==> src/hw/sysc_pkg.sv <==
// Package: register map, field positions and reset values of the system configuration block
package sysc_pkg;

    // ****************************************
    // Register offsets
    // ****************************************
    localparam logic [7:0] REFRESH_INTERVAL_OFS = 8'hE2;
    localparam logic [7:0] REFRESH_ENABLE_COUNTER_OFS = 8'hE4;
    localparam logic [7:0] WATCHDOG_CONTROL_OFS = 8'hE6;
    localparam logic [7:0] SYSTEM_CONFIGURATION_OFS = 8'hF0;
    localparam logic [7:0] AUXILIARY_CONFIGURATION_OFS = 8'hF2;

    // ****************************************
    // Reset values
    // ****************************************
    localparam logic [15:0] SYSTEM_CONFIGURATION_RESET = 16'h0000;
    localparam logic [15:0] AUXILIARY_CONFIGURATION_RESET = 16'h0000;
    localparam logic [15:0] WDOG_RESET = 16'hC080;
    localparam logic [15:0] REFRESH_EN_RESET = 16'h0000;
    localparam logic [8:0] REFRESH_INTERVAL_RESET = 9'h000;

    // ****************************************
    // Field positions
    // ****************************************
    localparam int AUX_PORT1_CTS = 6;
    localparam int AUX_PORT1_RTS = 5;
    localparam int AUX_PORT0_CTS = 4;
    localparam int AUX_PORT0_RTS = 3;
    localparam int AUX_LOWER_WIDTH = 2;
    localparam int AUX_MIDDLE_WIDTH = 1;
    localparam int AUX_IO_WIDTH = 0;
    localparam int AUX_USED_BITS = 7;

    localparam int SYS_POWER_SAVE = 15;
    localparam int SYS_WHOLE_RANGE = 14;
    localparam int SYS_STROBE_SEL = 13;
    localparam int SYS_DEMOD_EN = 12;
    localparam int SYS_CLKB_SRC = 11;
    localparam int SYS_CLKB_LOW = 10;
    localparam int SYS_CLKA_SRC = 9;
    localparam int SYS_CLKA_LOW = 8;
    localparam int SYS_DIV_HI = 2;

    localparam int WD_ENABLE = 15;
    localparam int WD_RESET_SEL = 14;
    localparam int WD_TIMEOUT_FLAG = 13;
    localparam int WD_NMI_FLAG = 12;
    localparam int WD_TEST = 11;
    localparam int WD_COUNT_HI = 7;

    localparam int REF_ENABLE = 15;
    localparam int REF_COUNT_W = 9;

    // ****************************************
    // Watchdog exponents
    // ****************************************
    localparam logic [4:0] WD_EXP_BIT0 = 5'd10;
    localparam logic [4:0] WD_EXP_BIT1 = 5'd20;
    localparam int WD_CNT_W = 27;

    // ****************************************
    // Register bus carrier
    // ****************************************
    typedef struct packed {
        logic wr;
        logic rd;
        logic [7:0] addr;
        logic [15:0] wdata;
    } sysc_req_s;

    // Decoded pin-function selections
    typedef struct packed {
        logic port1CtsSelect;
        logic port1RequestOutSelect;
        logic port0CtsSelect;
        logic port0RequestOutSelect;
        logic lowerSpaceByteWidth;
        logic middleSpaceByteWidth;
        logic ioSpaceByteWidth;
        logic middleSelectWholeRange;
        logic strobePinSelect;
        logic pulseDemodEnable;
    } sysc_cfg_s;

endpackage

==> src/hw/sysc_clock_divider.sv <==
// Power-save clock divider: produces a one-cycle enable every 2**field processor clocks
module sysc_clock_divider (
    // Clock and reset
    input wire logic clk,
    input wire logic resetn,
    // Control
    input wire logic powerSaveEnable,
    input wire logic [2:0] clockDividerField,
    // Divided clock
    output logic divTick,
    output logic divClock
);
    import sysc_pkg::*;

    logic [6:0] divCount_q;
    logic [6:0] divMask;

    assign divMask = 7'(8'h01 << clockDividerField) - 7'h01;

    // Divide only applies with power-save on; otherwise every cycle ticks
    always_ff @(posedge clk or negedge resetn) begin
        if (!resetn) begin
            divCount_q <= 7'h00;
        end else if (!powerSaveEnable || (divCount_q & divMask) == divMask) begin
            divCount_q <= 7'h00;
        end else begin
            divCount_q <= divCount_q + 7'h01;
        end
    end

    assign divTick = !powerSaveEnable || (divCount_q & divMask) == divMask;
    // Square wave at the divided rate; with divide by 1 it reads as steady high
    assign divClock = !powerSaveEnable || clockDividerField == 3'h0
                      || !divCount_q[clockDividerField - 3'h1];
endmodule

==> src/hw/sysc_config_block.sv <==
// Top level: system configuration, watchdog and refresh counter register bank
module sysc_config_block (
    // Clock and reset
    input wire logic clk,
    input wire logic resetn,
    // Peripheral register port
    input wire sysc_pkg::sysc_req_s busReq,
    output logic [15:0] busRdata,
    // Interrupt events from the processor core
    input wire logic hwInterrupt,
    input wire logic swInterrupt,
    // Crystal clock, asynchronous to the internal clock
    input wire logic xtalClock,
    // Decoded configuration
    output sysc_pkg::sysc_cfg_s cfg,
    // Clock outputs
    output logic clockOutA,
    output logic clockOutB,
    output logic divTick,
    // Watchdog outcomes
    output logic watchdogNmi,
    output logic watchdogReset,
    // Refresh
    output logic refreshRequest,
    output logic middleChipSelect3IsRefresh
);
    import sysc_pkg::*;

    // ****************************************
    // Storage
    // ****************************************
    logic powerSave_q;
    logic [14:0] sysOptions_q;
    logic [15:0] sysConfig;
    logic [AUX_USED_BITS-1:0] auxConfig_q;
    logic [15:0] wdog_q;
    logic refreshEnable_q;
    logic [REF_COUNT_W-1:0] refreshInterval_q;
    logic [REF_COUNT_W-1:0] refreshCount_q;
    logic [WD_CNT_W-1:0] wdCount_q;
    logic [1:0] xtalSync_q;
    logic divClock;
    logic wdTimeout;
    logic [4:0] wdExponent;
    logic wdResetCause;
    logic clockSelA;
    logic clockSelB;
    logic refreshTerminal;
    logic [15:0] readData;

    // ****************************************
    // Register decode
    // ****************************************
    logic wrSys;
    logic wrAux;
    logic wrWd;
    logic wrRefEn;
    logic wrRefInt;

    // One offset compare shared by every register write
    function automatic logic write_hit(input sysc_req_s req, input logic [7:0] ofs);
        return req.wr && req.addr == ofs;
    endfunction

    assign wrSys = write_hit(busReq, SYSTEM_CONFIGURATION_OFS);
    assign wrAux = write_hit(busReq, AUXILIARY_CONFIGURATION_OFS);
    assign wrWd = write_hit(busReq, WATCHDOG_CONTROL_OFS);
    assign wrRefEn = write_hit(busReq, REFRESH_ENABLE_COUNTER_OFS);
    assign wrRefInt = write_hit(busReq, REFRESH_INTERVAL_OFS);

    // ****************************************
    // Exponent decode
    // ****************************************
    function automatic logic [4:0] wd_exponent(input logic [7:0] count);
        logic [4:0] e;
        e = 5'h00;
        for (int i = 7; i >= 1; i--) begin
            if (count[i]) begin
                e = WD_EXP_BIT1 + 5'(i - 1);
            end
        end
        if (count[0]) begin
            e = WD_EXP_BIT0;
        end
        return e;
    endfunction

    assign wdExponent = wd_exponent(wdog_q[WD_COUNT_HI:0]);

    // ****************************************
    // System configuration
    // ****************************************
    // A hardware interrupt in the same cycle as a write wins, so power-save never sticks
    always_ff @(posedge clk or negedge resetn) begin
        if (!resetn) begin
            powerSave_q <= SYSTEM_CONFIGURATION_RESET[SYS_POWER_SAVE];
        end else if (hwInterrupt) begin
            powerSave_q <= 1'b0;
        end else if (wrSys) begin
            powerSave_q <= busReq.wdata[SYS_POWER_SAVE];
        end
    end

    // Reserved bits 7 to 3 are masked on the way in, so they read as zero
    always_ff @(posedge clk or negedge resetn) begin
        if (!resetn) begin
            sysOptions_q <= SYSTEM_CONFIGURATION_RESET[14:0];
        end else if (wrSys) begin
            sysOptions_q <= busReq.wdata[14:0] & 15'h7F07;
        end
    end

    assign sysConfig = {powerSave_q, sysOptions_q};

    always_ff @(posedge clk or negedge resetn) begin
        if (!resetn) begin
            auxConfig_q <= AUXILIARY_CONFIGURATION_RESET[AUX_USED_BITS-1:0];
        end else if (wrAux) begin
            auxConfig_q <= busReq.wdata[AUX_USED_BITS-1:0];
        end
    end

    // Pin roles: 1 means clear-to-send / request-to-send
    assign cfg.port1CtsSelect = auxConfig_q[AUX_PORT1_CTS];
    assign cfg.port1RequestOutSelect = auxConfig_q[AUX_PORT1_RTS];
    assign cfg.port0CtsSelect = auxConfig_q[AUX_PORT0_CTS];
    assign cfg.port0RequestOutSelect = auxConfig_q[AUX_PORT0_RTS];
    assign cfg.lowerSpaceByteWidth = auxConfig_q[AUX_LOWER_WIDTH];
    assign cfg.middleSpaceByteWidth = auxConfig_q[AUX_MIDDLE_WIDTH];
    assign cfg.ioSpaceByteWidth = auxConfig_q[AUX_IO_WIDTH];
    assign cfg.middleSelectWholeRange = sysConfig[SYS_WHOLE_RANGE];
    assign cfg.strobePinSelect = sysConfig[SYS_STROBE_SEL];
    assign cfg.pulseDemodEnable = sysConfig[SYS_DEMOD_EN];

    // ****************************************
    // Clock divider and clock outputs
    // ****************************************
    sysc_clock_divider u_div (
        .clk(clk),
        .resetn(resetn),
        .powerSaveEnable(sysConfig[SYS_POWER_SAVE]),
        .clockDividerField(sysConfig[SYS_DIV_HI:0]),
        .divTick(divTick),
        .divClock(divClock)
    );

    // Crystal clock is asynchronous here, so it is sampled through two flops
    always_ff @(posedge clk or negedge resetn) begin
        if (!resetn) begin
            xtalSync_q <= 2'h0;
        end else begin
            xtalSync_q <= {xtalSync_q[0], xtalClock};
        end
    end

    // Limitation: the crystal path is a sampled view, not a clean clock
    assign clockSelA = sysConfig[SYS_CLKA_SRC] ? xtalSync_q[1] : divClock;
    assign clockSelB = sysConfig[SYS_CLKB_SRC] ? xtalSync_q[1] : divClock;

    // Registered so that a change of source never glitches the pin
    always_ff @(posedge clk or negedge resetn) begin
        if (!resetn) begin
            clockOutA <= 1'b0;
        end else begin
            clockOutA <= !sysConfig[SYS_CLKA_LOW] && clockSelA;
        end
    end

    always_ff @(posedge clk or negedge resetn) begin
        if (!resetn) begin
            clockOutB <= 1'b0;
        end else begin
            clockOutB <= !sysConfig[SYS_CLKB_LOW] && clockSelB;
        end
    end

    // ****************************************
    // Watchdog
    // ****************************************
    assign wdTimeout = wdog_q[WD_ENABLE] && wdExponent != 5'h00
                       && wdCount_q == WD_CNT_W'((28'h1 << wdExponent) - 28'h1);

    // A write to the control register restarts the timeout period
    always_ff @(posedge clk or negedge resetn) begin
        if (!resetn) begin
            wdCount_q <= '0;
        end else if (!wdog_q[WD_ENABLE] || wdTimeout || wrWd) begin
            wdCount_q <= '0;
        end else begin
            wdCount_q <= wdCount_q + WD_CNT_W'(1);
        end
    end

    // Flags: set on timeout beats a software clear in the same cycle
    always_ff @(posedge clk or negedge resetn) begin
        if (!resetn) begin
            wdog_q <= WDOG_RESET;
        end else begin
            if (wrWd) begin
                wdog_q <= busReq.wdata & 16'hF8FF;
                // Chip-test bit is never stored, whatever software writes
                wdog_q[WD_TEST] <= 1'b0;
            end
            if (wdTimeout) begin
                wdog_q[WD_TIMEOUT_FLAG] <= 1'b1;
                if (!wdResetCause) begin
                    wdog_q[WD_NMI_FLAG] <= 1'b1;
                end
            end
        end
    end

    // A set NMI flag turns the next timeout into a reset, whatever the select bit says
    assign wdResetCause = wdog_q[WD_RESET_SEL] || wdog_q[WD_NMI_FLAG];

    always_ff @(posedge clk or negedge resetn) begin
        if (!resetn) begin
            watchdogReset <= 1'b0;
        end else begin
            watchdogReset <= wdTimeout && wdResetCause;
        end
    end

    always_ff @(posedge clk or negedge resetn) begin
        if (!resetn) begin
            watchdogNmi <= 1'b0;
        end else begin
            watchdogNmi <= wdTimeout && !wdResetCause;
        end
    end

    // ****************************************
    // Refresh counter
    // ****************************************
    always_ff @(posedge clk or negedge resetn) begin
        if (!resetn) begin
            refreshInterval_q <= REFRESH_INTERVAL_RESET;
        end else if (wrRefInt) begin
            refreshInterval_q <= busReq.wdata[REF_COUNT_W-1:0];
        end
    end

    always_ff @(posedge clk or negedge resetn) begin
        if (!resetn) begin
            refreshEnable_q <= REFRESH_EN_RESET[REF_ENABLE];
        end else if (wrRefEn) begin
            refreshEnable_q <= busReq.wdata[REF_ENABLE];
        end
    end

    // Terminal count is the step from one down to zero
    assign refreshTerminal = refreshEnable_q && refreshCount_q == REF_COUNT_W'(1);

    // Counts down on the processor clock; refresh address lives elsewhere
    always_ff @(posedge clk or negedge resetn) begin
        if (!resetn) begin
            refreshCount_q <= '0;
        end else if (!refreshEnable_q) begin
            refreshCount_q <= '0;
        end else if (refreshCount_q == '0) begin
            refreshCount_q <= refreshInterval_q;
        end else begin
            refreshCount_q <= refreshCount_q - REF_COUNT_W'(1);
        end
    end

    // One request per period: the reload cycle raises none
    always_ff @(posedge clk or negedge resetn) begin
        if (!resetn) begin
            refreshRequest <= 1'b0;
        end else begin
            refreshRequest <= refreshTerminal;
        end
    end

    assign middleChipSelect3IsRefresh = refreshEnable_q;

    // ****************************************
    // Read mux
    // ****************************************
    // Unmapped offsets and reserved bits read as zero
    always_comb begin
        case (busReq.addr)
            SYSTEM_CONFIGURATION_OFS: readData = sysConfig;
            AUXILIARY_CONFIGURATION_OFS: readData = {9'h000, auxConfig_q};
            WATCHDOG_CONTROL_OFS: readData = wdog_q;
            REFRESH_ENABLE_COUNTER_OFS: readData = {refreshEnable_q, 6'h00, refreshCount_q};
            REFRESH_INTERVAL_OFS: readData = {7'h00, refreshInterval_q};
            default: readData = 16'h0000;
        endcase
    end

    // Read data holds until the next read strobe
    always_ff @(posedge clk or negedge resetn) begin
        if (!resetn) begin
            busRdata <= 16'h0000;
        end else if (busReq.rd) begin
            busRdata <= readData;
        end
    end
endmodule

==> config.mk <==
export PLATFORM = sky130hd
export DESIGN_NAME = sysc_config_block
export DESIGN_NICKNAME = d
export VERILOG_FILES = /design/src/hw/sysc_pkg.sv /design/src/hw/sysc_clock_divider.sv /design/src/hw/sysc_config_block.sv
export SDC_FILE = /design/constraint.sdc
export NUM_CORES = 1
export LEC_CHECK = 0
export CORE_UTILIZATION = 32
export DETAILED_ROUTE_END_ITERATION = 10
export DONT_BUFFER_PORTS = 1
export SLEW_MARGIN = 30
export SYNTH_ARGS = -nofsm -noshare
export SYNTH_HDL_FRONTEND = slang
export SYNTH_HIERARCHICAL = 1
export SYNTH_SLANG_ARGS = --single-unit
==> constraint.sdc <==
create_clock -name clk -period 5.5 [get_ports clk]
set_clock_uncertainty 0.05 [all_clocks]
set_input_delay 0.55 -clock clk [delete_from_list [all_inputs] [get_ports clk]]
set_output_delay 0.55 -clock clk [all_outputs]
set_load 0.1 [all_outputs]
* After elaboration in Yosys (flattened, before gate mapping)
Cells that the tools add are included.
Storage, ports and cells: flip-flop bits (word level) 106, word-level logic and storage cells 87
Operators by class: equal/unequal tests 8, multiplexer cells 22, magnitude comparators 1, add/subtract/negate cells 6, reduce and logical (&&, ||, !) cells 29, bitwise operators 1, shifts and indexed selects 2
Operators with widths (number):
- 16-bit case mux with 5 select lines | 1
- 8-bit == test (second input constant) | 5
- 5-bit two-way mux | 8
- 27-bit by 1-bit adder with 27-bit output (second input constant) | 1
- 27-bit == test | 1
- 27-bit two-way mux | 1
- 1-bit by 5-bit << shifter with 27-bit output (first input constant) | 1
- 27-bit by 1-bit subtractor with 27-bit output (second input constant) | 1
- 9-bit two-way mux | 2
- 14-bit two-way mux | 1
- 1-bit logical AND | 12
- 9-bit by 1-bit == test with 1-bit output (second input constant) | 1
- 9-bit zero test | 1
- 9-bit by 1-bit subtractor with 9-bit output (second input constant) | 1
- 7-bit by 1-bit adder with 7-bit output (second input constant) | 1
- 7-bit bitwise AND | 1
- 7-bit == test | 1
- 7-bit two-way mux | 1
- 1-bit by 3-bit << shifter with 7-bit output (first input constant) | 1
- 7-bit by 1-bit subtractor with 7-bit output (second input constant) | 1
- 1-bit zero test | 6
- 1-bit logical OR | 6
- 1-bit two-way mux | 6
- 5-bit nonzero test | 1
- 6 further kinds | 7

* Longest topological paths before layout
Gate-level depths: netlist of the first run.
depth after elaboration 15, mapped depth 13

* Cells and area by module
Netlist of the first run, hierarchy kept.
By module, submodules not included:
- sysc_config_block | area an instance 5011.1 um^2, instances 1, cells an instance 466, seq. area each 2481.1 um^2
- sysc_clock_divider | area an instance 663.1 um^2, instances 1, cells an instance 67, seq. area each 175.2 um^2

* Least setup slack after synthesis of the first run
No wires, ideal clock.
path kind reg-to-output, start point register sysOptions_q[0], end point output port divTick, arrival time 2587 ps, setup slack 2313 ps, path buffers 0, cell stages (with the launch flop) 9, cell sequence dfrtp_1 > inv_1 > ha_1 > and2b_1 > inv_1 > ha_1 > and3_1 > nor4_4 > a21o_1
Between the ends: word-level cells in the longest chain between the ends 5
RTL lines:
- start, declared | line sysc_config_block.sv:33 | logic [14:0] sysOptions_q;
- start signal, assigned | line sysc_config_block.sv:107 | sysOptions_q <= SYSTEM_CONFIGURATION_RESET[14:0];
- start signal, assigned | line sysc_config_block.sv:109 | sysOptions_q <= busReq.wdata[14:0] & 15'h7F07;
- 1-bit by 3-bit << shifter with 7-bit output * | line sysc_clock_divider.sv:18 | assign divMask = 7'(8'h01 << clockDividerField) - 7'h01;
- 7-bit by 1-bit subtractor with 7-bit output * | line sysc_clock_divider.sv:18
- 7-bit bitwise AND | line sysc_clock_divider.sv:31 | assign divTick = !powerSaveEnable || (divCount_q & divMask) == divMask;
- 7-bit == test * | line sysc_clock_divider.sv:31
- 1-bit logical OR * | line sysc_clock_divider.sv:31
- end, declared | line sysc_config_block.sv:19 | output logic divTick,
Every way passes the cells marked *; elsewhere a longest branch is shown, timed or not.

* Worst setup path in the final report of the first run
Ends and elaborated chain as after synthesis.

==> results of run 1 <==
[power by group through the flow]
stage	logic [mW]	registers (mW)	clock network [mW]
2_1_floorplan	0.128	0.864	0
3_3_place_gp	0.127	0.879	0
3_5_place_dp	0.133	0.880	0
4_1_cts	0.151	0.865	0.674
5_1_grt	0.167	0.867	0.707
6_report	0.150	0.864	0.659
[path summary, 6_finish.rpt]
path | cells past startpoint | start | slack [ns] | end
worst max-delay path | 8 | sysOptions_q[0] | 1.58 | divTick
worst min-delay path | 1 | resetn | 0.05 | u_div/divCount_q[5]
worst max register to register | 9 | wdog_q[0] | 1.87 | wdCount_q[1]
worst min register to register | 0 | xtalSync_q[0] | 0.30 | xtalSync_q[1]
max in group asynchronous | 1 | resetn | 4.90 | busRdata[10]
min in group clk | 0 | xtalClock | 0.17 | xtalSync_q[0]
[cell families (layout without fill, tap and decap cells)]
kind of cell	Yosys count	in the layout	synth area share [%]
compound gates	83	83	11.00
xor+xnor	42	42	6.483
fa+ha+maj	11	11	2.426
buf+inv	50	45	5.050
flops	106	106	46.81
mux	46	46	9.129
other cells	1	1	0.06609
simple gates	194	194	19.03
[metal layers]
| layer | up-vias | share of wire (%) |
|---|---|---|
| li1 | 1938 | - |
| met1 | 2043 | 44 |
| met2 | 93 | 49 |
| met3 | 15 | 5.2 |
| met4 | 0 | 1.4 |
| met5 | - | 0 |
[per-stage QoR]
stage | setup WS [ns] | hold slack, ns | power (mW)
2_1_floorplan | 2.313 | 0.2044 | 0.9917
6_report | 1.584 | 0.04709 | 1.673
3_3_place_gp | 1.931 | 0.2075 | 1.006
5_1_grt | 1.435 | 0.1201 | 1.740
3_5_place_dp | 1.862 | 0.2090 | 1.013
4_1_cts | 1.602 | 0.1003 | 1.690
[registers in the layout, indices dropped and copies added, names as in the netlist, 7 cells and up]
name,count
sysOptions_q,10
wdog_q,12
wdCount_q,27
u_div/divCount_q,7
refreshCount_q,9
auxConfig_q,7
busRdata,16
refreshInterval_q,9
[what timing repair did]
item,in CTS,in global routing
gates resized for setup,0,0
hold buffers,1,0
endpoints found under the hold margin,106,0
endpoints found under the setup margin,0,0
[worst max-delay path: stages, from the launching register on]
cell and delay, ns:
dfrtp_1 0.45, inv_1 0.17, ha_1 0.34, and2b_1 0.20, inv_1 0.06, ha_1 0.26, and3_1 0.20, nor4_4 0.52
a21o_1 0.75
[cell type report]
type | instances | area, µm² | share of cell area (%)
Timing Repair Buffer | 5 | 57.56 | 0.9392
Clock buffer | 11 | 242.7 | 3.961
Sequential cell | 106 | 2656 | 43.34
Inverter | 24 | 90.09 | 1.470
Clock inverter | 5 | 62.56 | 1.021
Tap cell | 225 | 281.5 | 4.594
Multi-Input combinational cell | 377 | 2738 | 44.67
[cells in the final DEF (no fill, tap or decap), types with 4 or more instances in the layout]
master | netlist | routed
inv_1 | 24 | 24
o21ai_0 | 9 | 9
a211oi_1 | 9 | 9
o22ai_1 | 10 | 10
a222oi_1 | 7 | 7
nand3_1 | 29 | 29
a21oi_1 | 11 | 11
or3_1 | 4 | 4
nor2_1 | 24 | 24
xor2_1 | 26 | 26
mux2i_1 | 9 | 9
nand2b_1 | 7 | 7
dfrtp_1 | 103 | 103
xnor2_1 | 16 | 16
nand4_1 | 12 | 12
a22oi_1 | 4 | 4
nor4_1 | 8 | 7
and3_1 | 6 | 6
and4_1 | 4 | 4
nand2_1 | 35 | 35
buf_4 | 3 | 4
a21boi_0 | 6 | 6
ha_1 | 11 | 11
clkbuf_16 | 0 | 9
nor3_1 | 37 | 37
o211a_1 | 5 | 5
mux2_2 | 36 | 36
==> impl_results.md, run 1 <==
- Startpoint Class: flop
- HP Class: in -> async
- Vias: 4089
- Final setup viols: 0
- Outcome: finished, final reports clean
- Sequential power share: 51.7%
- Cell variety after synth: 69
- Final Hold Viols: 0
- Area contributors post-synth: dfrtp_1 (45%), mux2_2 (7.1%), xor2_1 (4.0%)
- CTS tree: done
- Htree depth: 3
- Max cap viols: 0
- Die area: 0.01827 mm²
- Final Non-Filler Cells: 753
- Worst slew margin: 33.75%
- Die extent in x: 135.2 µm
- Critical path class: reg -> out
- Nets: around 570
- Synth Cell Area: approximately 0.0057 mm²
- Initial antenna violation count: 0
- Dominant cell type by area after synthesis: dfrtp_1
- Sw Share: 26.65%
- Min Clock Period, post-route: 3.916 ns
- M3 GR Usage: a little under 4%
- VDD IR max: 166.2 µV
- Leak: 2.615 nW
- Seq/Total Area, Yosys: 46.81%
- Unrepaired setup endpoints after global routing: no
- Grt met1 use: between 10% and 20%
- Most Crowded Layer GR: met2
- Area growth, synth to finish: 8.004%
- Final instance area: 0.006128 mm²
- Dominant synthesized flop cell: dfrtp_1
- Clock transition at the registers of the reported paths: 0.07 ns
- Number of enable flip-flop cells after synthesis: 0
- Layout cells sized above 1: 14.20%
- Total CTS buffers: 9
- Dpl cells: 736
- IO Pins: 64
- Antenna-violating nets left: 0
- Die Ht: 135.2 µm
- Final GP Congestion: 0.8754
- FF+latch count, synth: 106
- PortBufs: 0
- Pin count of the biggest net entering global routing: ~110
- Worst slew pin tran: 0.9937 ns
- Synth Net Count: between 500 and 600
- Fillcell total: 1709
- Root buffer cell: clkbuf_16
- Ys Warns: 6
- Crit end category: output pin
- Switching power total: 0.4459 mW
- Total GRT Usage: 14.89%
- Num rows: 48
- Most frequent cells after synthesis: dfrtp_1 (103), nor3_1 (37), mux2_2 (36)
- CP required: 4.90 ns
- Grt met2 use: about a quarter
- Post-detailed-route wirelength per cell: 16.95 µm
- Pre-Repair DR Iteration Count: 5
- Combinational share of power: roughly 9.0%
- Vias in the first global route: 4108
- Setup TNS: 0 ns
- Pwr per Cell Area: 273.1 mW/mm²
- Ant diodes: 0
- Yosys top cell area share: 45.42%
- Post-Syn Area per Cell: about 11 µm²
- First-pass GRT wire length: 21220 µm
- Clk pwr share: ~39%
- Part of the cycle the worst path needs: between 70% and 80%
- Async SR Flop Fraction: 100.0%
- Final core occ: a little over a third
- CTS sink cnt: roughly 110
- F_max: 255.4 MHz
- Bufs on Longest Clock Path: 2
- Starting Density: 32.81%
- Placed standard-cell area: 0.005796 mm²
- Max Slew Vio Count: 0
- Core area: 0.01730 mm²
- WP data arrival: ~3.3 ns
- Crit path max fanout: 8
- Internal: between 1 and 1.5 mW
- Drt total wl: 12770 µm
- DRT iter0 DRCs: 280
- HPWL after DPL: 9160 µm
- Remaining DRCs: 0
- Post-Synthesis Cells: 533
- Most frequent cell after synthesis: dfrtp_1
- Vias/cell: around 5.4
- Worst-Skew Late Latency: 0.36 ns
- Residual overflow from global routing: 0
- Setup repair bufs after CTS: 0
(Power assumes the default switching activity.)
==> run 2, diff against run 1 <==
--- a/config.mk
+++ b/config.mk
@@ -5,6 +5,7 @@
 export SDC_FILE = /design/constraint.sdc
 export NUM_CORES = 1
 export LEC_CHECK = 0
+export ABC_AREA = 1
 export CORE_UTILIZATION = 32
 export DETAILED_ROUTE_END_ITERATION = 10
 export DONT_BUFFER_PORTS = 1
==> constraint.sdc (replaced) <==
create_clock -name clk -period 3.78 [get_ports clk]
set_clock_uncertainty 0.05 [all_clocks]
set_input_delay 0.378 -clock clk [delete_from_list [all_inputs] [get_ports clk]]
set_output_delay 0.378 -clock clk [all_outputs]
set_load 0.1 [all_outputs]
==> run 2 against run 1 <==
Against the previous run: the run now ends with DRC left; power grew 59%; clock-buffer cell count shrank 2; sequential power grew 48%; synthesized area grew 6.4%; synthesized cell count grew 44%; final area grew 8.1%; setup slack lost 0.81 ns; critical path depth grew 9; cell count grew 33%; critical endpoint is now wdCount_q[26]; largest cell class unchanged; largest power group unchanged; highest routed layer is now met5.
==> impl_results.md, run 2 <==
- Dpl cells: 981 (was 736)
- Vias/cell: 4.968 (was 5.430)
- Num rows: 49 (was 48)
- Layout cells sized above 1: 9.598% (was 14.20%)
- Crit path max fanout: 27 (was 8)
- Final Non-Filler Cells: 1000 (was 753)
- Yosys top cell area share: 42.69% (was 45.42%)
- PortBufs: 0 (unchanged)
- Max reg flops: 27 (unchanged)
- Total CTS buffers: 9 (unchanged)
- Root buffer cell: clkbuf_16 (unchanged)
- Hold EP: powerSave_q
- VDD IR max: 230.1 µV (was 166.2 µV)
- Async SR Flop Fraction: 100.0% (unchanged)
- Remaining DRCs: 1 (was 0)
- Post-Syn Area per Cell: 7.892 µm² (was 10.65 µm²)
- First-pass GRT wire length: 23940 µm (was 21220 µm)
- Seq/Total Area, Yosys: 44.00% (was 46.81%)
- HP Class: in -> reg (was in -> async)
- CP delay by family, top: simple AND/OR/NAND/NOR gates (unchanged)
- Core area: 0.01821 mm² (was 0.01730 mm²)
- Area contributors post-synth: dfrtp_1 (43%), nand2_1 (10%), inv_1 (6.5%) (was dfrtp_1 (45%), mux2_2 (7.1%), xor2_1 (4.0%))
- WP data arrival: 3.19 ns (was 3.32 ns)
- Dominant cell type by area after synthesis: dfrtp_1 (unchanged)
- Hold_sp: hwInterrupt
- Setup TNS: 0 ns (unchanged)
- Starting Density: 33.15% (was 32.81%)
- Synth Cell Area: 0.006037 mm² (was 0.005674 mm²)
- Nets: 808 (was 565)
- Crit-path cells: nor2_1 > nand2_2 > nand2_1 > nand2_1 > ha_1 > inv_1 > nand3_1 > nand2_1 > nand4_1 > nor2_1 > nand2_1 > nor2_1 > nand3_1 > nor2_2 > nand2_2 > nand2_4 > nor2_1 (was inv_1 > ha_1 > and2b_1 > inv_1 > ha_1 > and3_1 > nor4_4 > a21o_1)
- Htree depth: 3 (unchanged)
- Part of the cycle the worst path needs: between 70 and 80%
- Post-Synthesis Cells: 765 (was 533)
- Max cap viols: 0 (unchanged)
- Ys Warns: 6 (unchanged)
- Area growth, synth to finish: 9.762% (was 8.004%)
- Worst slew pin tran: 0.9938 ns (was 0.9937 ns)
- Most frequent cell after synthesis: nand2_1 (was dfrtp_1)
- Total GRT Usage: 15.53% (was 14.89%)
- Worst path buffer plus inverter count: 1 (was 2)
- Number of enable flip-flop cells after synthesis: 0 (unchanged)
- CP required: 3.96 ns (was 4.90 ns)
- Die area: 0.01942 mm² (was 0.01827 mm²)
- R2r startpoint: wdog_q[4] (was wdog_q[0])
- Top reg by flops: wdCount_q (unchanged)
- CTS tree: done (unchanged)
- Failing checks: DRC
- Die Ht: 139.4 µm (was 135.2 µm)
- Critical path class: reg -> reg (was reg -> out)
- Dominant synthesized flop cell: dfrtp_1 (unchanged)
- Min Clock Period, post-route: approximately 3 ns
- Hold WS: 0.06401 ns (was 0.04709 ns)
- Synth Net Count: 807 (was 575)
- Residual overflow from global routing: 0 (unchanged)
- Initial antenna violation count: 1 (was 0)
- Top flop regs: wdCount_q (27), busRdata (16), wdog_q (12) (unchanged)
- HPWL after DPL: 10710 µm (was 9160 µm)
- Worst slew margin: 33.75% (about the same)
- Cell variety after synth: 47 (was 69)
- Max stage delay cell, worst path: dfrtp_1 (was a21o_1)
- Ant diodes: 0 (unchanged)
- F_max: 332.6 MHz
- CTS sink cnt: 106 (unchanged)
- Unrepaired setup endpoints after global routing: no (unchanged)
- Pin count of the biggest net entering global routing: 107 (unchanged)
- Startpoint Class: flop (unchanged)
- # resized after CTS: 0 (unchanged)
- Crit path largest cell delay: 0.40 ns (was 0.75 ns)
- Most frequent cells after synthesis: nand2_1 (166), inv_1 (105), dfrtp_1 (103) (was dfrtp_1 (103), nor3_1 (37), mux2_2 (36))
- Antenna-violating nets left: 0 (unchanged)
- Drt total wl: 14580 µm (was 12770 µm)
- Die extent in x: 139.4 µm (was 135.2 µm)
- Reg2reg end: wdCount_q[26] (was wdCount_q[1])
- Final GP Congestion: 0.8740 (was 0.8754)
- Most frequent cells in the layout: nand2_1 (166), inv_1 (105), dfrtp_1 (103) (was dfrtp_1 (103), nor3_1 (37), mux2_2 (36))
- Clock transition at the registers of the reported paths: 0.08 ns (was 0.07 ns)
- Worst-Skew Late Latency: 0.36 ns (about the same)
- Tot Pwr: 2.662 mW (was 1.673 mW)
- Outcome: complete, but fails checks (was finished, final reports clean)
- Pwr per Cell Area: 401.7 mW/mm² (was 273.1 mW/mm²)
- Worst hold path depth: 1
- Post-detailed-route wirelength per cell: 14.58 µm (was 16.95 µm)
- Leak: 3.002 nW (was 2.615 nW)
- Pre-Repair DR Iteration Count: 8 (was 5)
- FF+latch count, synth: 106 (unchanged)
- DRT iter0 DRCs: 443 (was 280)
- Max Slew Vio Count: 0 (unchanged)
- Crit end category: flop (was output pin)
- Worst R2R Path Depth: 17 (was 9)
- Final Hold Viols: 0 (unchanged)
- Commonest non-fill, non-tap cell in the layout: nand2_1 (was dfrtp_1)
- Vias in the first global route: 4628 (was 4108)
- Setup slack, reg-to-reg: 0.77 ns (was 1.87 ns)
- Vias: 4968 (was 4089)
- IO Pins: 64 (unchanged)
- Bufs on Longest Clock Path: 2 (unchanged)
- Final setup viols: 0 (unchanged)
run 2: cell types whose count changed after synthesis, sizes merged, moves of 7 or more:
cell / before / now
nor2: 25 / 98
a211oi: 9 / 1
mux2i: 9 / 2
inv: 24 / 110
nand4: 12 / 23
xnor2: 16 / 7
nand2: 35 / 178
nor3: 37 / 9
mux2: 36 / 4
nand3: 29 / 42
nand2b: 7 / 0
o21ai: 9 / 64
a222oi: 7 / 0
run 2: routing by layer:
layer | share of wire, % | vias to the layer above | global-route usage, %
met5 | 0.12 | - | 0
li1 | - | 2475 | -
met1 | 47 | 2376 | 20.72
met2 | 47 | 99 | 25.31
met3 | 4.3 | 16 | 3.407
met4 | 1.1 | 2 | 4.211
run 2: timing repair:
item | 4_1_cts | 5_1_grt
buffers inserted | 0 | 0
hold buffers | 3 | 0
hold endpoints to repair | 107 | 0
run 2: through the flow:
| stage | area, µm² | setup slack (ns) | utilization (%) |
|---|---|---|---|
| after global routing | 6626 | 0.4869 | 36.39 |
| after detailed placement | 6260 | 0.7394 | 34.38 |
| final | 6626 | 0.7737 | 36.39 |
| after global placement | 6260 | 0.7660 | 34.38 |
| after CTS | 6624 | 0.7264 | 36.38 |
| after floorplan | 6037 | 1.283 | - |
run 2: cells by family (layout without fill, tap and decap cells):
logic type      after synthesis  in the layout  synth area share [%]
simple gates                364            364                 27.75
fa+ha+maj                    11             11                 2.280
flops                       106            106                 44.00
xor+xnor                     39             39                 5.658
buf+inv                     127            133                 8.332
compound gates              111            111                 10.84
other cells                   1              1               0.06212
mux                           6              6                 1.078
run 2: power breakdown:
group | internal [mW] | switching (mW) | leakage [nW]
sequential | 1.16 | 0.116 | 1.42
combinational | 0.128 | 0.248 | 1.43
clock | 0.532 | 0.476 | 0.152
run 2: final cells by class:
| type | count | area, µm² |
|---|---|---|
| clock buffer | 9 | 225.2 |
| clock inverter | 7 | 91.34 |
| inverter | 111 | 416.7 |
| multi-input combinational | 532 | 2880 |
| tap | 229 | 286.5 |
| timing repair buffer | 6 | 70.07 |
| sequential | 106 | 2656 |
| fill | 1870 | 11580 |
run 2: worst max path at each step:
| stage | from | endpoint | slack [ns] | cells past startpoint |
|---|---|---|---|---|
| after floorplan | wdog_q[7] | wdCount_q[11] | 1.28 | 19 |
| after global placement | wdog_q[4] | wdCount_q[19] | 0.77 | 17 |
| after detailed placement | wdog_q[4] | wdCount_q[0] | 0.74 | 17 |
| after CTS | wdog_q[4] | wdCount_q[0] | 0.73 | 17 |
| after global routing | wdog_q[4] | wdCount_q[14] | 0.49 | 17 |
| final | wdog_q[4] | wdCount_q[26] | 0.77 | 17 |
==> run 3, diff against run 2 <==
==> constraint.sdc (replaced) <==
create_clock -name clk -period 2.9 [get_ports clk]
set_clock_uncertainty 0.05 [all_clocks]
set_input_delay 0.29 -clock clk [delete_from_list [all_inputs] [get_ports clk]]
set_output_delay 0.29 -clock clk [all_outputs]
set_load 0.1 [all_outputs]
==> run 3 against run 2 <==
Against the previous run: the flow still finishes with violations (DRC); clock-buffer cell count increased by 1; hold slack got worse by 0.056 ns; register-to-register slack got worse by 0.46 ns; routed wire length increased by 0.19%; non-clock buffer count increased by 19; cell count increased by 1.9%; sequential share of layout area decreased by 0.94 points; sequential power increased by 26%; global-route usage increased by 0.60 points; setup slack got worse by 0.60 ns; die area unchanged; largest cell class unchanged; highest routed layer is now met4.
==> impl_results.md, run 3 (synthesis results as in run 2) <==
- Outcome: complete, but fails checks (unchanged)
- Failing checks: DRC (unchanged)
- Startpoint Class: flop (unchanged)
- Most frequent cells in the layout: nand2_1 (166), inv_1 (104), dfrtp_1 (102) (was nand2_1 (166), inv_1 (105), dfrtp_1 (103))
- Leak: 3.081 nW (was 3.002 nW)
- Total CTS buffers: 9 (unchanged)
- Max cap viols: 0 (unchanged)
- Worst-Skew Late Latency: 0.35 ns (was 0.36 ns)
- Top flop regs: wdCount_q (27), busRdata (16), wdog_q (12) (unchanged)
- CTS sink cnt: 106 (unchanged)
- Root buffer cell: clkbuf_16 (unchanged)
- Die extent in x: 139.4 µm (unchanged)
- Total GRT Usage: 16.13% (was 15.53%)
- HP Class: in -> reg (unchanged)
- Num rows: 49 (unchanged)
- VDD IR max: 224.7 µV (was 230.1 µV)
- CP required: 2.56 ns (was 3.96 ns)
- CTS tree: done (unchanged)
- PortBufs: 0 (unchanged)
- Top cell by count, worst path: nand2_1
- Antenna-violating nets left: 0 (unchanged)
- Bufs on Longest Clock Path: 2 (unchanged)
- Die Ht: 139.4 µm (unchanged)
- Worst slew margin: 36.38% (was 33.75%)
- Initial antenna violation count: 0 (was 1)
- Setup repair bufs after CTS: 0 (unchanged)
- Worst hold path depth: 2 (was 1)
- Crit end category: output pin (was flop)
- Pin count of the biggest net entering global routing: 107 (unchanged)
- Worst R2R Path Depth: 19 (was 17)
- Crit path largest cell delay: 0.47 ns (was 0.40 ns)
- Setup TNS: 0 ns (unchanged)
- Starting Density: 33.15% (unchanged)
- Tot Pwr: 3.408 mW (was 2.662 mW)
- Top reg by flops: wdCount_q (unchanged)
- Vias: 5013 (was 4968)
- F_max: 366.8 MHz
- Drt total wl: 14600 µm (was 14580 µm)
- Final setup viols: 0 (unchanged)
- Post-detailed-route wirelength per cell: 14.33 µm (was 14.58 µm)
- Layout cells sized above 1: 11.77% (was 9.598%)
- Die area: 0.01942 mm² (unchanged)
- Worst slew pin tran: 0.9543 ns (was 0.9938 ns)
- WP data arrival: 2.39 ns (was 3.19 ns)
- Final Hold Viols: 0 (unchanged)
- Commonest non-fill, non-tap cell in the layout: nand2_1 (unchanged)
- Vias in the first global route: 5007 (was 4628)
- Unrepaired setup endpoints after global routing: no (unchanged)
- IO Pins: 64 (unchanged)
- Core area: 0.01821 mm² (unchanged)
- Clock transition at the registers of the reported paths: 0.07 ns (was 0.08 ns)
- HPWL after DPL: 10810 µm (was 10710 µm)
- Residual overflow from global routing: 0 (unchanged)
- Min Clock Period, post-route: 2.726 ns
- R2r startpoint: wdog_q[7] (was wdog_q[4])
- Remaining DRCs: 1 (unchanged)
- Final GP Congestion: 0.8845 (was 0.8740)
- Critical path class: reg -> out (was reg -> reg)
- Hold_sp: busReq[6] (was hwInterrupt)
- Nets: 827 (was 808)
- DRT iter0 DRCs: 316 (was 443)
- Hold EP: auxConfig_q[6] (was powerSave_q)
- Crit-path cells: inv_2 > ha_1 > nand2_2 > ha_1 > inv_1 > nand2_1 > nand3_1 > nand2_1 > clkinv_1 > nand2_1 > nor2_2 > nand3_2 > nand2_8 (was nor2_1 > nand2_2 > nand2_1 > nand2_1 > ha_1 > inv_1 > nand3_1 > nand2_1 > nand4_1 > nor2_1 > nand2_1 > nor2_1 > nand3_1 > nor2_2 > nand2_2 > nand2_4 > nor2_1)
- Htree depth: 3 (unchanged)
- Crit path max fanout: 8 (was 27)
- Part of the cycle the worst path needs: 94.01%
- Area growth, synth to finish: 12.46% (was 9.762%)
- Pre-Repair DR Iteration Count: 8 (unchanged)
- Max Slew Vio Count: 0 (unchanged)
- Vias/cell: 4.920 (was 4.968)
- Max reg flops: 27 (unchanged)
- Reg2reg end: wdCount_q[13] (was wdCount_q[26])
- Setup slack, reg-to-reg: 0.31 ns (was 0.77 ns)
- Max stage delay cell, worst path: dfrtp_2 (was dfrtp_1)
- Pwr per Cell Area: 502.0 mW/mm² (was 401.7 mW/mm²)
- Ant diodes: 0 (unchanged)
- First-pass GRT wire length: 25130 µm (was 23940 µm)
==> run 3: metrics by stage <==
step                      setup WS (ns)  hold slack [ns]  std cells  area [µm²]  util, %
after CTS                       0.02466        0.0008728       1019        6769    37.17
after detailed placement         0.1880         -0.05288        998        6412    35.22
after global placement           0.2274         -0.05281        998        6412    35.22
after floorplan                  0.4031         -0.05559        765        6037        -
after global routing            0.01212         0.008376       1019        6789    37.28
final                            0.1738         0.007567       1019        6789    37.28
==> run 3: routing by layer <==
metal  global-route usage, %  part of all wire [%]
met4                   6.667                   2.3
met2                   26.45                    47
met3                   3.063                   4.8
met5                       0                     0
met1                   20.84                    46
==> run 3: worst max-delay path by stage <==
stage / from / to / slack [ns] / cells after the start
CTS: sysOptions_q[0] / divTick / 0.02 / 12
floorplan: wdog_q[7] / wdCount_q[11] / 0.40 / 19
detailed placement: wdog_q[7] / wdCount_q[13] / 0.19 / 19
global placement: wdog_q[7] / wdCount_q[19] / 0.23 / 19
finish: sysOptions_q[0] / divTick / 0.17 / 13
global route: sysOptions_q[0] / divTick / 0.01 / 13
==> run 3: worst max-delay path: cells and delay by family, from the launching register on <==
family        cells  cell delay [ns]
fa+ha+maj         2             0.51
buf+inv           3             0.27
simple gates      8             0.77
flops             1             0.47
==> run 3: area by class of cell <==
cell class | count | area, µm²
fillers | 1897 | 11420
multi-input cells | 532 | 2897
flip-flops and latches | 106 | 2658
inverters | 111 | 416.7
well taps | 229 | 286.5
repair buffers | 25 | 242.7
clock buffers | 10 | 229.0
clock inverters | 6 | 60.06
==> run 3: report_power, final <==
| part | switching, mW | total (mW) | internal, mW |
|---|---|---|---|
| Sequential | 0.0967 | 1.61 | 1.51 |
| Clock | 0.606 | 1.21 | 0.604 |
| Combinational | 0.389 | 0.588 | 0.199 |
| Total | 1.09 | 3.41 | 2.32 |
==> run 3: timing repair <==
action / CTS / global route
setup endpoints to repair: 0 / 28
resized for setup: 0 / 6
hold endpoints to repair: 111 / 0
hold buffers: 5 / 0
